File: config.mk
export PLATFORM = sky130hd
export DESIGN_NAME = ifb_bank
export DESIGN_NICKNAME = d
export VERILOG_FILES = /design/src/hw/ifb_pkg.sv /design/src/hw/ifb_sticky_bits.sv /design/src/hw/ifb_apb_slave.sv /design/src/hw/ifb_bank.sv
export VERILOG_INCLUDE_DIRS = /design/src /design/src/hw
export SDC_FILE = /design/constraint.sdc
export NUM_CORES = 1
export LEC_CHECK = 0
export BUFFER_PORTS_ARGS = -buffer_cell sky130_fd_sc_hd__buf_2
export CAP_MARGIN = 20
export CORE_ASPECT_RATIO = 1.1
export CORE_MARGIN = 2
export CORE_UTILIZATION = 35
export DETAILED_ROUTE_END_ITERATION = 6
export SETUP_SLACK_MARGIN = 0.05
export SYNTH_ARGS = -nofsm -noshare
export SYNTH_HDL_FRONTEND = slang
export SYNTH_SLANG_ARGS = --single-unit
export TNS_END_PERCENT = 5
File: constraint.sdc
create_clock -name mclk_in -period 1.54 [get_ports mclk_in]
set_input_delay 0.231 -clock mclk_in [delete_from_list [all_inputs] [get_ports mclk_in]]
set_output_delay 0.231 -clock mclk_in [all_outputs]
set_load 0.02 [all_outputs]
File: src/hw/ifb_regs.svh
`ifndef IFB_REGS_SVH
`define IFB_REGS_SVH

`define IFB_ADDR_W         12
`define IFB_REG_W          16

`define IFB_OFS_FLAG       12'h000
`define IFB_OFS_ENABLE     12'h004
`define IFB_OFS_MASK       12'h008
`define IFB_OFS_FLAG_CLR   12'h00C
`define IFB_OFS_PENDING    12'h010

`define IFB_FLAG_IMPL      16'hCE7E
`define IFB_EN_IMPL        16'h7FFF
`define IFB_AUDIO_BITS     16'hC000

`define IFB_FLAG_RST       16'h0000
`define IFB_EN_RST         16'h0000
`define IFB_MASK_RST       16'h0000

`define IFB_BIT_AUDIO_L    15
`define IFB_BIT_AUDIO_R    14
`define IFB_BIT_QEI2       11
`define IFB_BIT_FLTA2      10
`define IFB_BIT_PWM2_ERR   9
`define IFB_BIT_CRC        3

`define IFB_BIT_UART1_RX   11
`define IFB_BIT_TIMER2     7
`define IFB_BIT_CMP        2
`define IFB_BIT_I2C1_MST   1
`define IFB_BIT_I2C1_SLV   0

`define IFB_ANSWER_CYCLES  1

`endif

File: src/hw/ifb_pkg.sv
`include "ifb_regs.svh"

package ifb_pkg;

    typedef struct packed {
        logic                    psel;
        logic                    penable;
        logic                    pwrite;
        logic [`IFB_ADDR_W-1:0]  paddr;
        logic [31:0]             pwdata;
    } ifb_apb_req_t;

    typedef struct packed {
        logic [31:0] prdata;
        logic        pready;
        logic        pslverr;
    } ifb_apb_rsp_t;

    typedef enum logic {
        IFB_ST_IDLE   = 1'b0,
        IFB_ST_ANSWER = 1'b1
    } ifb_bus_state_t;

endpackage

File: src/hw/ifb_sticky_bits.sv
`timescale 1ns/10ps
`include "ifb_regs.svh"

module ifb_sticky_bits
    import ifb_pkg::*;
#(
    parameter int         W    = 16,
    parameter logic [W-1:0] IMPL = '1
) (
    input  wire logic         mclk_in,    // System clock
    input  wire logic         reset_in,   // Synchronous reset
    input  wire logic         clk_en_in,  // Freezes state when low
    input  wire logic [W-1:0] set_in,     // Hardware set requests
    input  wire logic         wr_in,      // Write value
    input  wire logic         clr_in,     // Write one to clear
    input  wire logic [W-1:0] data_in,    // Written data
    output logic      [W-1:0] q_out       // Flag bits
);

    generate
        if (W < 1) begin : g_chk
            $error("W must be at least 1");
        end
    endgenerate

    genvar i;
    generate
        for (i = 0; i < W; i++) begin : g_bit
            if (IMPL[i]) begin : g_impl
                // A hardware set in the clearing cycle wins
                always_ff @(posedge mclk_in) begin
                    if (reset_in)
                        q_out[i] <= 1'b0;
                    else if (clk_en_in) begin
                        if (set_in[i])
                            q_out[i] <= 1'b1;
                        else if (wr_in)
                            q_out[i] <= data_in[i];
                        else if (clr_in && data_in[i])
                            q_out[i] <= 1'b0;
                    end
                end
            end else begin : g_none
                assign q_out[i] = 1'b0;
            end
        end
    endgenerate

endmodule // ifb_sticky_bits

File: src/hw/ifb_apb_slave.sv
`timescale 1ns/10ps
`include "ifb_regs.svh"

module ifb_apb_slave
    import ifb_pkg::*;
(
    input  wire logic         mclk_in,     // System clock
    input  wire logic         reset_in,    // Synchronous reset
    input  wire logic         clk_en_in,   // Freezes state when low
    input  wire ifb_apb_req_t req_in,      // APB request
    input  wire logic [31:0]  rd_data_in,  // Read data for paddr
    input  wire logic         hit_in,      // paddr is mapped
    output ifb_apb_rsp_t      rsp_out,     // Registered APB answer
    output logic              wr_stb_out   // Write takes effect now
);

    ifb_bus_state_t state_reg;

    always_ff @(posedge mclk_in) begin
        if (reset_in) begin
            state_reg <= IFB_ST_IDLE;
            rsp_out   <= '0;
        end else if (clk_en_in) begin
            unique case (state_reg)
                IFB_ST_IDLE: begin
                    // Answer is prepared during the setup cycle
                    if (req_in.psel && !req_in.penable) begin
                        state_reg       <= IFB_ST_ANSWER;
                        rsp_out.pready  <= 1'b1;
                        rsp_out.pslverr <= !hit_in;
                        rsp_out.prdata  <= (hit_in && !req_in.pwrite) ?
                                           rd_data_in : 32'h0000_0000;
                    end
                end
                IFB_ST_ANSWER: begin
                    if (req_in.psel && req_in.penable) begin
                        state_reg <= IFB_ST_IDLE;
                        rsp_out   <= '0;
                    end
                end
            endcase
        end
    end

    assign wr_stb_out = clk_en_in && (state_reg == IFB_ST_ANSWER) &&
                        req_in.psel && req_in.penable &&
                        req_in.pwrite && !rsp_out.pslverr;

endmodule // ifb_apb_slave

File: src/hw/ifb_bank.sv
// Design decisions made here: the register offsets and register access over APB.
`timescale 1ns/10ps
`include "ifb_regs.svh"

module ifb_bank
    import ifb_pkg::*;
#(
    parameter int HAS_AUDIO_DAC = 1
) (
    input  wire logic         mclk_in,          // 250 MHz system clock
    input  wire logic         reset_in,         // Synchronous, high
    input  wire logic         clk_en_in,        // Freezes state when low
    input  wire ifb_apb_req_t apb_req_in,       // APB request
    output ifb_apb_rsp_t      apb_rsp_out,      // APB answer
    input  wire logic [15:0]  flag_req_in,      // Flag source requests
    input  wire logic [15:0]  enable_req_in,    // Enabled-side requests
    output logic [15:0]       gated_req_out,    // Requests past enables
    output logic              irq_out           // Unmasked flag pending
);

    localparam logic [15:0] FLAG_IMPL = (HAS_AUDIO_DAC != 0) ?
        `IFB_FLAG_IMPL : (`IFB_FLAG_IMPL & ~`IFB_AUDIO_BITS);

    // Named source positions that the flag bank must keep
    localparam logic [15:0] SRC_FLAGS =
        (16'h0001 << `IFB_BIT_QEI2)     |
        (16'h0001 << `IFB_BIT_FLTA2)    |
        (16'h0001 << `IFB_BIT_PWM2_ERR) |
        (16'h0001 << `IFB_BIT_CRC);

    // Named source positions that the enable register must keep
    localparam logic [15:0] SRC_ENABLES =
        (16'h0001 << `IFB_BIT_UART1_RX) |
        (16'h0001 << `IFB_BIT_TIMER2)   |
        (16'h0001 << `IFB_BIT_CMP)      |
        (16'h0001 << `IFB_BIT_I2C1_MST) |
        (16'h0001 << `IFB_BIT_I2C1_SLV);

    generate
        if (HAS_AUDIO_DAC != 0 && HAS_AUDIO_DAC != 1) begin : g_chk
            $error("HAS_AUDIO_DAC must be 0 or 1");
        end
        if ((SRC_FLAGS & FLAG_IMPL) != SRC_FLAGS) begin : g_chk_flags
            $error("Flag bank lacks a source bit");
        end
        if ((SRC_ENABLES & `IFB_EN_IMPL) != SRC_ENABLES) begin : g_chk_en
            $error("Enable register lacks a source bit");
        end
    endgenerate

    logic [15:0] interrupt_flag_status_4;
    logic [15:0] interrupt_enable_control_1;
    logic [15:0] irq_mask_reg;
    logic [15:0] gated_req_reg;
    logic        irq_reg;
    logic [31:0] rd_data;
    logic        hit;
    logic        wr_stb;
    logic        wr_flag;
    logic        clr_flag;
    logic [15:0] wdata;
    logic [`IFB_ADDR_W-1:0] addr;

    assign addr  = apb_req_in.paddr;
    assign wdata = apb_req_in.pwdata[15:0];

    // Read mux; bits 31:16 always zero
    always_comb begin
        rd_data = 32'h0000_0000;
        hit     = 1'b1;
        unique case (addr)
            `IFB_OFS_FLAG:     rd_data[15:0] = interrupt_flag_status_4;
            `IFB_OFS_ENABLE:   rd_data[15:0] = interrupt_enable_control_1;
            `IFB_OFS_MASK:     rd_data[15:0] = irq_mask_reg;
            `IFB_OFS_FLAG_CLR: rd_data[15:0] = interrupt_flag_status_4;
            `IFB_OFS_PENDING:  rd_data[15:0] = interrupt_flag_status_4 &
                                               irq_mask_reg;
            default:           hit = 1'b0;
        endcase
    end

    ifb_apb_slave u_apb (
        .mclk_in    (mclk_in),
        .reset_in   (reset_in),
        .clk_en_in  (clk_en_in),
        .req_in     (apb_req_in),
        .rd_data_in (rd_data),
        .hit_in     (hit),
        .rsp_out    (apb_rsp_out),
        .wr_stb_out (wr_stb)
    );

    assign wr_flag  = wr_stb && (addr == `IFB_OFS_FLAG);
    assign clr_flag = wr_stb && (addr == `IFB_OFS_FLAG_CLR);

    // Flag bank; unimplemented and absent audio bits stay zero
    ifb_sticky_bits #(
        .W    (16),
        .IMPL (FLAG_IMPL)
    ) u_flags (
        .mclk_in   (mclk_in),
        .reset_in  (reset_in),
        .clk_en_in (clk_en_in),
        .set_in    (flag_req_in & FLAG_IMPL),
        .wr_in     (wr_flag),
        .clr_in    (clr_flag),
        .data_in   (wdata),
        .q_out     (interrupt_flag_status_4)
    );

    always_ff @(posedge mclk_in) begin
        if (reset_in)
            interrupt_enable_control_1 <= `IFB_EN_RST;
        else if (clk_en_in && wr_stb && addr == `IFB_OFS_ENABLE)
            interrupt_enable_control_1 <= wdata & `IFB_EN_IMPL;
    end

    always_ff @(posedge mclk_in) begin
        if (reset_in)
            irq_mask_reg <= `IFB_MASK_RST;
        else if (clk_en_in && wr_stb && addr == `IFB_OFS_MASK)
            irq_mask_reg <= wdata & FLAG_IMPL;
    end

    // Each enable bit gates its own source request
    always_ff @(posedge mclk_in) begin
        if (reset_in)
            gated_req_reg <= 16'h0000;
        else if (clk_en_in)
            gated_req_reg <= enable_req_in &
                             interrupt_enable_control_1;
    end

    always_ff @(posedge mclk_in) begin
        if (reset_in)
            irq_reg <= 1'b0;
        else if (clk_en_in)
            irq_reg <= |(interrupt_flag_status_4 & irq_mask_reg);
    end

    assign gated_req_out = gated_req_reg;
    assign irq_out       = irq_reg;
endmodule // ifb_bank

==> impl_metrics.sql, run 1 <==
INSERT INTO impl_metrics (metric_group, metric, value, unit) VALUES
('die', 'die_h', '110', 'um'),
('pwr', 'worst_ir_drop_vdd', '0.000457', 'V'),
('global_route', 'globalRoute.totalOverflow', '0', ''),
('cts', 'clock_latency', '0.36', 'ns'),
('die', 'core_area', '0.00989', 'mm^2'),
('synth', 'synth_top_flop_cell', 'sky130_fd_sc_hd__dfxtp_1', ''),
('placement', 'pre_cts_ws', '-0.158', 'ns'),
('die', 'floorplan.initialDensity', '0.360', ''),
('status', 'outcome', 'finished with violations', ''),
('routing', 'highest_metal_used', 'met4', ''),
('worst_setup_path', 'arrival', '1.81', 'ns'),
('worst_setup_path', 'worst_path_required_time', '1.80', 'ns'),
('worst_setup_path', 'worst_path_maximum_fanout', '17', ''),
('routing', 'drc_violations', '0', ''),
('cts', 'cts_buffer_depth', '2', ''),
('synth', 'edff_count_synth', '0', ''),
('synth', 'netlist.top_cell.by_area', 'sky130_fd_sc_hd__dfxtp_1', ''),
('placement', 'numPlacedInstances', '638', ''),
('pwr', 'report.power.total', '4.06', 'mW'),
('worst_setup_path', 'startpoint_type_of_the_worst_setup_path', 'flip-flop', ''),
('die', 'row_count', '38', ''),
('global_route', 'grt_first_pass_wirelength', '17.2', 'mm'),
('pwr', 'total_leakage_power', '1.81', 'nW'),
('cts', 'tritoncts_clock_tree', 'done', ''),
('placement', 'post_dp_cell_area', '0.00425', 'mm^2'),
('worst_setup_path', 'worst_setup_path_end_kind', 'flip-flop', ''),
('flow_run', 'timing.max_cap.violations', '0', ''),
('sta', 'final_hold_vios', '0', ''),
('final_layout', 'max_flop_register', 'u_apb.rsp_out', ''),
('routing', 'avgRoutedWirePerCell', '16.2', 'um'),
('final_layout', 'sequential_cell_area', '0.00145', 'mm^2'),
('die', 'die_outline_area', '0.0110', 'mm^2'),
('sta', 'final-setup-viol-count', '6', ''),
('die', 'io-pin-count', '133', ''),
('synth', 'synth_seq_cells', '72', ''),
('synth', 'syn-instance-count', '430', ''),
('cts', 'htree_levels', '3', ''),
('sta', 'postLayoutSetupSlackWorst', '-0.0144', 'ns'),
('placement', 'port_buffers', '93', ''),
('synth', 'yosys-top-cells-area', 'sky130_fd_sc_hd__dfxtp_1 (40%), sky130_fd_sc_hd__a21oi_1 (9.7%), sky130_fd_sc_hd__nand3_1 (6.6%), sky130_fd_sc_hd__nand2b_1 (5.1%), sky130_fd_sc_hd__o21ai_0 (4.1%)', ''),
('worst_hold_path', 'timing.hold.worst.class', 'in2reg', ''),
('routing', 'num_vias', '3592', ''),
('routing', 'm1WireLength', '4.76', 'mm'),
('synth', 'ys_types', '39', ''),
('final_layout', 'finalInstanceArea', '0.00452', 'mm^2'),
('final_layout', 'layout-drive-gt1-share', '0.297', ''),
('routing', 'drt.antenna.violating_nets', '0', ''),
('final_layout', 'final_cell_mix', 'sky130_fd_sc_hd__buf_2 (93), sky130_fd_sc_hd__dfxtp_1 (70), sky130_fd_sc_hd__a21oi_1 (68), sky130_fd_sc_hd__nand3_1 (47), sky130_fd_sc_hd__buf_4 (31)', ''),
('sta', 'final_min_period_over_clock_period', '1.01', ''),
('final_layout', 'area_growth_syn_to_layout', '27.1', '%'),
('cts', 'cts.hold.buffers_added', '0', ''),
('final_layout', 'antenna_cells', '0', ''),
('placement', 'gp_congestion', '0.860', ''),
('final_layout', 'layout.cells.most_common', 'sky130_fd_sc_hd__buf_2', ''),
('routing', 'drtPass1Iterations', '6', ''),
('status', 'violations_in_the_final_reports', 'setup timing', ''),
('synth', 'synthesis.area_per_instance', '8.28', 'um^2'),
('global_route', 'global_route.usage.total', '0.198', ''),
('global_route', 'number_of_global_route_vias_before_repair', '3353', ''),
('routing', 'dr.first_iter.drc_count', '243', ''),
('routing', 'route.detailed.vias_per_inst', '5.48', ''),
('routing', 'met2_length', '4.81', 'mm'),
('pwr', 'power_per_cell_area', '897', 'mW/mm^2'),
('worst_setup_path', 'path_class', 'reg2reg', ''),
('routing', 'met3RoutedLength', '877', 'um'),
('synth', 'synth-warning-count', '0', ''),
('synth', 'synth_top_area_frac', '0.405', ''),
('final_layout', 'multi_input_gate_area_in_the_final_layout', '0.00193', 'mm^2'),
('sta', 'post-route-min-period', '1.55', 'ns'),
('synth', 'synth-async-reset-ratio', '0', ''),
('final_layout', 'post_layout_nonfiller_instances', '655', '');
[cells in the mapped netlist, drive strengths merged (2+ instances only)]
| cell type | count |
|---|---|
| nand2b | 29 |
| o21ai | 29 |
| a211oi | 9 |
| a21oi | 69 |
| nor4 | 3 |
| nor3 | 11 |
| nand3 | 47 |
| o2bb2ai | 11 |
| o211a | 11 |
| nor2 | 6 |
| dfxtp | 72 |
| a221o | 11 |
| nand2 | 21 |
| buf | 25 |
| nand4 | 4 |
| nor2b | 5 |
| a22oi | 3 |
| o31ai | 2 |
| and4 | 2 |
| clkbuf | 31 |
| nand3b | 10 |
| and2 | 4 |
[worst paths after layout]
| path | start | end | slack, ns | cells past startpoint |
|---|---|---|---|---|
| max | u_apb.rsp_out[0] | u_flags.q_out[6] | -0.01 | 5 |
| max reg2reg | u_apb.rsp_out[0] | u_flags.q_out[6] | -0.01 | 5 |
| min | flag_req_in[3] | u_flags.q_out[3] | 0.09 | 2 |
| min reg2reg | u_apb.rsp_out[14] | u_apb.rsp_out[14] | 0.46 | 2 |
[worst max-delay path, cell delays in order (launching register included)]
cell	delay, ns
sky130_fd_sc_hd__dfxtp_4	0.35
sky130_fd_sc_hd__and4b_1	0.29
sky130_fd_sc_hd__nand4_1	0.13
sky130_fd_sc_hd__buf_6	0.19
sky130_fd_sc_hd__o211a_1	0.23
sky130_fd_sc_hd__a221o_1	0.25
[power by group]
group	internal (mW)	switching, mW	leakage (nW)
Combinational	0.179	0.254	1.11
Sequential	1.89	0.0357	0.584
Clock	0.933	0.766	0.117
Total	3.00	1.06	1.81
[logic make-up after synthesis]
logic type,Yosys count,share of synthesized area
AO/OA/AOI/OAI,151,0.272
AND/OR/NAND/NOR,148,0.239
other,1,0.00105
buffers and inverters,57,0.0808
flip-flops,72,0.405
multiplexers,1,0.00281
[what timing repair did]
action	CTS	global route
gates cloned	0	0
resized for setup	4	28
hold endpoints to repair	0	0
buffers inserted	1	0
endpoints found under the setup margin	28	42
pin swaps	2	6
[layer usage]
metal,vias up,global-route usage
met5,-,0
met4,0,0.0695
met3,11,0.0470
met2,174,0.304
met1,1660,0.271
li1,1747,-
[per-stage QoR]
step | hold WS [ns] | TNS (ns)
global placement | 0.446 | -2.13
floorplan | 0.369 | 0
CTS | 0.0904 | -0.0404
detailed placement | 0.444 | -2.53
global route | 0.0903 | -1.03
finish | 0.0862 | -0.0437
[final cells by class]
cell class                 instances  share of cell area
tap                              120              0.0332
multi-input combinational        317               0.426
timing repair buffer             129               0.171
inverter                           1            0.000830
sequential                        72               0.320
clock inverter                     4              0.0108
clock buffer                      12              0.0390
No activity file was read; power rests on OpenSTA's default activity.
==> run 2: changes to the inputs <==
--- a/config.mk
+++ b/config.mk
@@ -6,12 +6,14 @@
 export SDC_FILE = /design/constraint.sdc
 export NUM_CORES = 1
 export LEC_CHECK = 0
+export ABC_AREA = 1
 export BUFFER_PORTS_ARGS = -buffer_cell sky130_fd_sc_hd__buf_2
 export CAP_MARGIN = 20
 export CORE_ASPECT_RATIO = 1.1
 export CORE_MARGIN = 2
-export CORE_UTILIZATION = 35
+export CORE_UTILIZATION = 45
 export DETAILED_ROUTE_END_ITERATION = 6
+export PLACE_DENSITY = 0.77
 export SETUP_SLACK_MARGIN = 0.05
 export SYNTH_ARGS = -nofsm -noshare
 export SYNTH_HDL_FRONTEND = slang
==> impl_metrics.sql, run 2 <==
INSERT INTO impl_metrics (metric_group, metric, value, unit) VALUES
('placement', 'gp_congestion', '0.909', ''),
('final_layout', 'final_cell_mix', 'sky130_fd_sc_hd__nand2_1 (116), sky130_fd_sc_hd__buf_2 (93), sky130_fd_sc_hd__dfxtp_1 (72), sky130_fd_sc_hd__a21oi_1 (69), sky130_fd_sc_hd__inv_1 (59)', ''),
('final_layout', 'antenna_cells', '0', ''),
('sta', 'clock_skews', '0.0148', 'ns'),
('cts', 'cts_buffer_depth', '2', ''),
('final_layout', 'number_of_flip_flops_under_the_largest_register_name', '18', ''),
('placement', 'post_dp_cell_area', '0.00415', 'mm^2'),
('cts', 'clock_sink_count', '72', ''),
('worst_hold_path', 'timing.hold.worst.class', 'in2reg', ''),
('cts', 'cts.hold.buffers_added', '0', ''),
('cts', 'tritoncts_clock_tree', 'done', ''),
('synth', 'synth-warning-count', '0', ''),
('die', 'row_count', '33', ''),
('die', 'io-pin-count', '133', ''),
('routing', 'drt.antenna.violating_nets', '0', ''),
('worst_setup_path', 'arrival', '1.63', 'ns'),
('sta', 'slew_viol_final', '0', ''),
('die', 'floorplan.initialDensity', '0.469', ''),
('worst_setup_path', 'critical_path_start', 'u_apb.rsp_out[0]', ''),
('status', 'outcome', 'finished, final reports clean', ''),
('final_layout', 'layout.cells.most_common', 'sky130_fd_sc_hd__nand2_1', ''),
('placement', 'numPlacedInstances', '720', ''),
('die', 'die_outline_area', '0.00860', 'mm^2'),
('synth', 'ys_top_cells_by_count', 'sky130_fd_sc_hd__nand2_1 (116), sky130_fd_sc_hd__dfxtp_1 (72), sky130_fd_sc_hd__a21oi_1 (70), sky130_fd_sc_hd__inv_1 (59), sky130_fd_sc_hd__nand3_1 (48)', ''),
('pwr', 'total_leakage_power', '2.01', 'nW'),
('sta', 'finalSetupTns', '0', 'ns'),
('final_layout', 'area_growth_syn_to_layout', '23.3', '%'),
('worst_setup_path', 'critical_path.n_buffers_inverters', '2', ''),
('final_layout', 'layout-drive-gt1-share', '0.237', ''),
('cts', 'clockRootBuffer', 'sky130_fd_sc_hd__clkbuf_8', ''),
('sta', 'final_hold_vios', '0', ''),
('sta', 'maxClockFrequency', '716', 'MHz'),
('synth', 'synth_top_flop_cell', 'sky130_fd_sc_hd__dfxtp_1', ''),
('worst_hold_path', 'hp-start', 'apb_req_in[45]', ''),
('final_layout', 'post_layout_nonfiller_instances', '737', ''),
('pwr', 'worst_ir_drop_vdd', '0.000470', 'V'),
('die', 'core_area', '0.00756', 'mm^2'),
('cts', 'clock_latency', '0.35', 'ns'),
('routing', 'num_vias', '3642', ''),
('global_route', 'globalRoute.totalOverflow', '0', ''),
('final_layout', 'num-nets-final', '709', ''),
('worst_setup_path', 'startpoint_type_of_the_worst_setup_path', 'flip-flop', ''),
('cts', 'htree_levels', '3', ''),
('synth', 'netlist.top_cell.by_area', 'sky130_fd_sc_hd__dfxtp_1', ''),
('sta', 'final_min_period_over_clock_period', '0.907', ''),
('routing', 'drtPass1Iterations', '4', ''),
('synth', 'yosys-top-cells-area', 'sky130_fd_sc_hd__dfxtp_1 (41%), sky130_fd_sc_hd__nand2_1 (12%), sky130_fd_sc_hd__a21oi_1 (9.9%), sky130_fd_sc_hd__nand3_1 (6.8%), sky130_fd_sc_hd__inv_1 (6.2%)', ''),
('sta', 'final-setup-viol-count', '0', ''),
('worst_setup_path', 'cpPeakStageDelay', '0.34', 'ns'),
('routing', 'drc_violations', '0', ''),
('worst_setup_path', 'ordered_list_of_cells_on_the_worst_path', 'nor3_2, nand3_2, inv_2, nand3_1, buf_4, o21ai_0, a21oi_1', ''),
('routing', 'dr.first_iter.drc_count', '214', ''),
('synth', 'syn-instance-count', '525', ''),
('die', 'die_h', '97.1', 'um'),
('sta', 'rsz0062_at_grt', 'true', ''),
('cts', 'cts_made_buffers', '9', ''),
('cts', 'clkSlewWorstSetupHoldPaths', '0.08', 'ns'),
('global_route', 'grt_antenna_before_repair', '0', ''),
('die', 'die_w', '88.6', 'um'),
('worst_setup_path', 'worst_path_required_time', '1.78', 'ns'),
('final_layout', 'n_fill_cell', '770', ''),
('pwr', 'power_per_cell_area', '883', 'mW/mm^2'),
('global_route', 'grt_max_degree', '43', ''),
('routing', 'route.final.wire_length', '9.25', 'mm'),
('worst_setup_path', 'worst_path_maximum_fanout', '22', ''),
('placement', 'port_buffers', '93', ''),
('synth', 'synth_top_area_frac', '0.407', ''),
('worst_setup_path', 'worst_setup_path_end_kind', 'flip-flop', ''),
('synth', 'synthesis.area_per_instance', '6.75', 'um^2'),
('worst_setup_path', 'worstReg2RegStart', 'u_apb.rsp_out[0]', ''),
('synth', 'post_synth_instance_area', '0.00354', 'mm^2'),
('synth', 'edff_count_synth', '0', ''),
('worst_setup_path', 'crit_family', 'simple AND/OR/NAND/NOR gates', ''),
('worst_setup_path', 'slowest_stage', 'sky130_fd_sc_hd__dfxtp_1', ''),
('routing', 'route.detailed.vias_per_inst', '4.94', ''),
('worst_setup_path', 'path_class', 'reg2reg', ''),
('synth', 'synth-async-reset-ratio', '0', ''),
('global_route', 'global_route.usage.total', '0.215', ''),
('global_route', 'number_of_global_route_vias_before_repair', '3331', ''),
('final_layout', 'max_flop_register', 'u_apb.rsp_out', ''),
('synth', 'ys_types', '25', ''),
('synth', 'seq_area_frac_synth', '0.407', ''),
('flow_run', 'timing.max_cap.violations', '0', ''),
('synth', 'synth.most_common_cell', 'sky130_fd_sc_hd__nand2_1', ''),
('synth', 'synth_seq_cells', '72', ''),
('placement', 'hpwl', '6.94', 'mm'),
('global_route', 'grt_first_pass_wirelength', '14.8', 'mm'),
('pwr', 'report.power.total', '3.86', 'mW'),
('sta', 'post-route-min-period', '1.40', 'ns'),
('routing', 'avgRoutedWirePerCell', '12.5', 'um'),
('final_layout', 'finalInstanceArea', '0.00437', 'mm^2');
## run 2: cell count changes in the layout (fill, tap and decap cells not counted), sizes merged, moves of 13 or more
cell,delta
o21ai,+16
inv,+66
nand2b,-29
nand4,+13
nor2,+32
nand2,+98
## run 2: area by class of cell
cell class                 count  area (um^2)  share of cell area
clock buffer                   9          124              0.0284
clock inverter                 7         77.6              0.0178
inverter                      65          244              0.0558
multi-input combinational    360         1650               0.378
sequential                    72         1440               0.330
tap                          105          131              0.0301
timing repair buffer         119          698               0.160
## run 2: cells by family (layout without fill, tap and decap cells)
kind of cell,Yosys count,in the layout,share of synthesized area
and+or+nand+nor,228,228,0.283
AOI/OAI and AO/OA,115,115,0.162
buffers and inverters,109,200,0.146
DFF,72,72,0.407
other,1,17,0.00106
## run 2: report_power, final
part / switching (mW) / internal (mW)
Combinational: 0.242 / 0.143
Clock: 0.771 / 0.765
Sequential: 0.0314 / 1.90
## run 2: through the flow
stage | setup slack [ns] | hold WS [ns] | util
after global routing | 0.0283 | 0.115 | 0.578
after floorplan | 0.190 | 0.321 | -
final | 0.143 | 0.111 | 0.578
after detailed placement | -0.0751 | 0.453 | 0.549
after CTS | 0.0922 | 0.106 | 0.577
after global placement | -0.0107 | 0.445 | 0.549
## run 2: worst paths after layout
path / end / slack, ns / depth (start not counted)
setup / recovery: irq_mask_reg[1] / 0.14 / 7
hold / removal: flip-flop / 0.11 / 2
setup reg to reg: irq_mask_reg[1] / 0.14 / 7
hold reg to reg: u_apb.rsp_out[8] / 0.46 / 2
## run 2: per-layer routing
metal	vias up	track usage	routed length, um
met5	-	0	0
met4	0	0.0932	214
met2	117	0.372	4660
met1	1629	0.261	3870
met3	19	0.0280	498
li1	1877	-	-
## run 2: what timing repair did
action,in CTS,in global routing
setup buffers,0,1
gates cloned,0,0
endpoints found under the setup margin,4,25
resized for setup,1,1
pin swaps,1,3
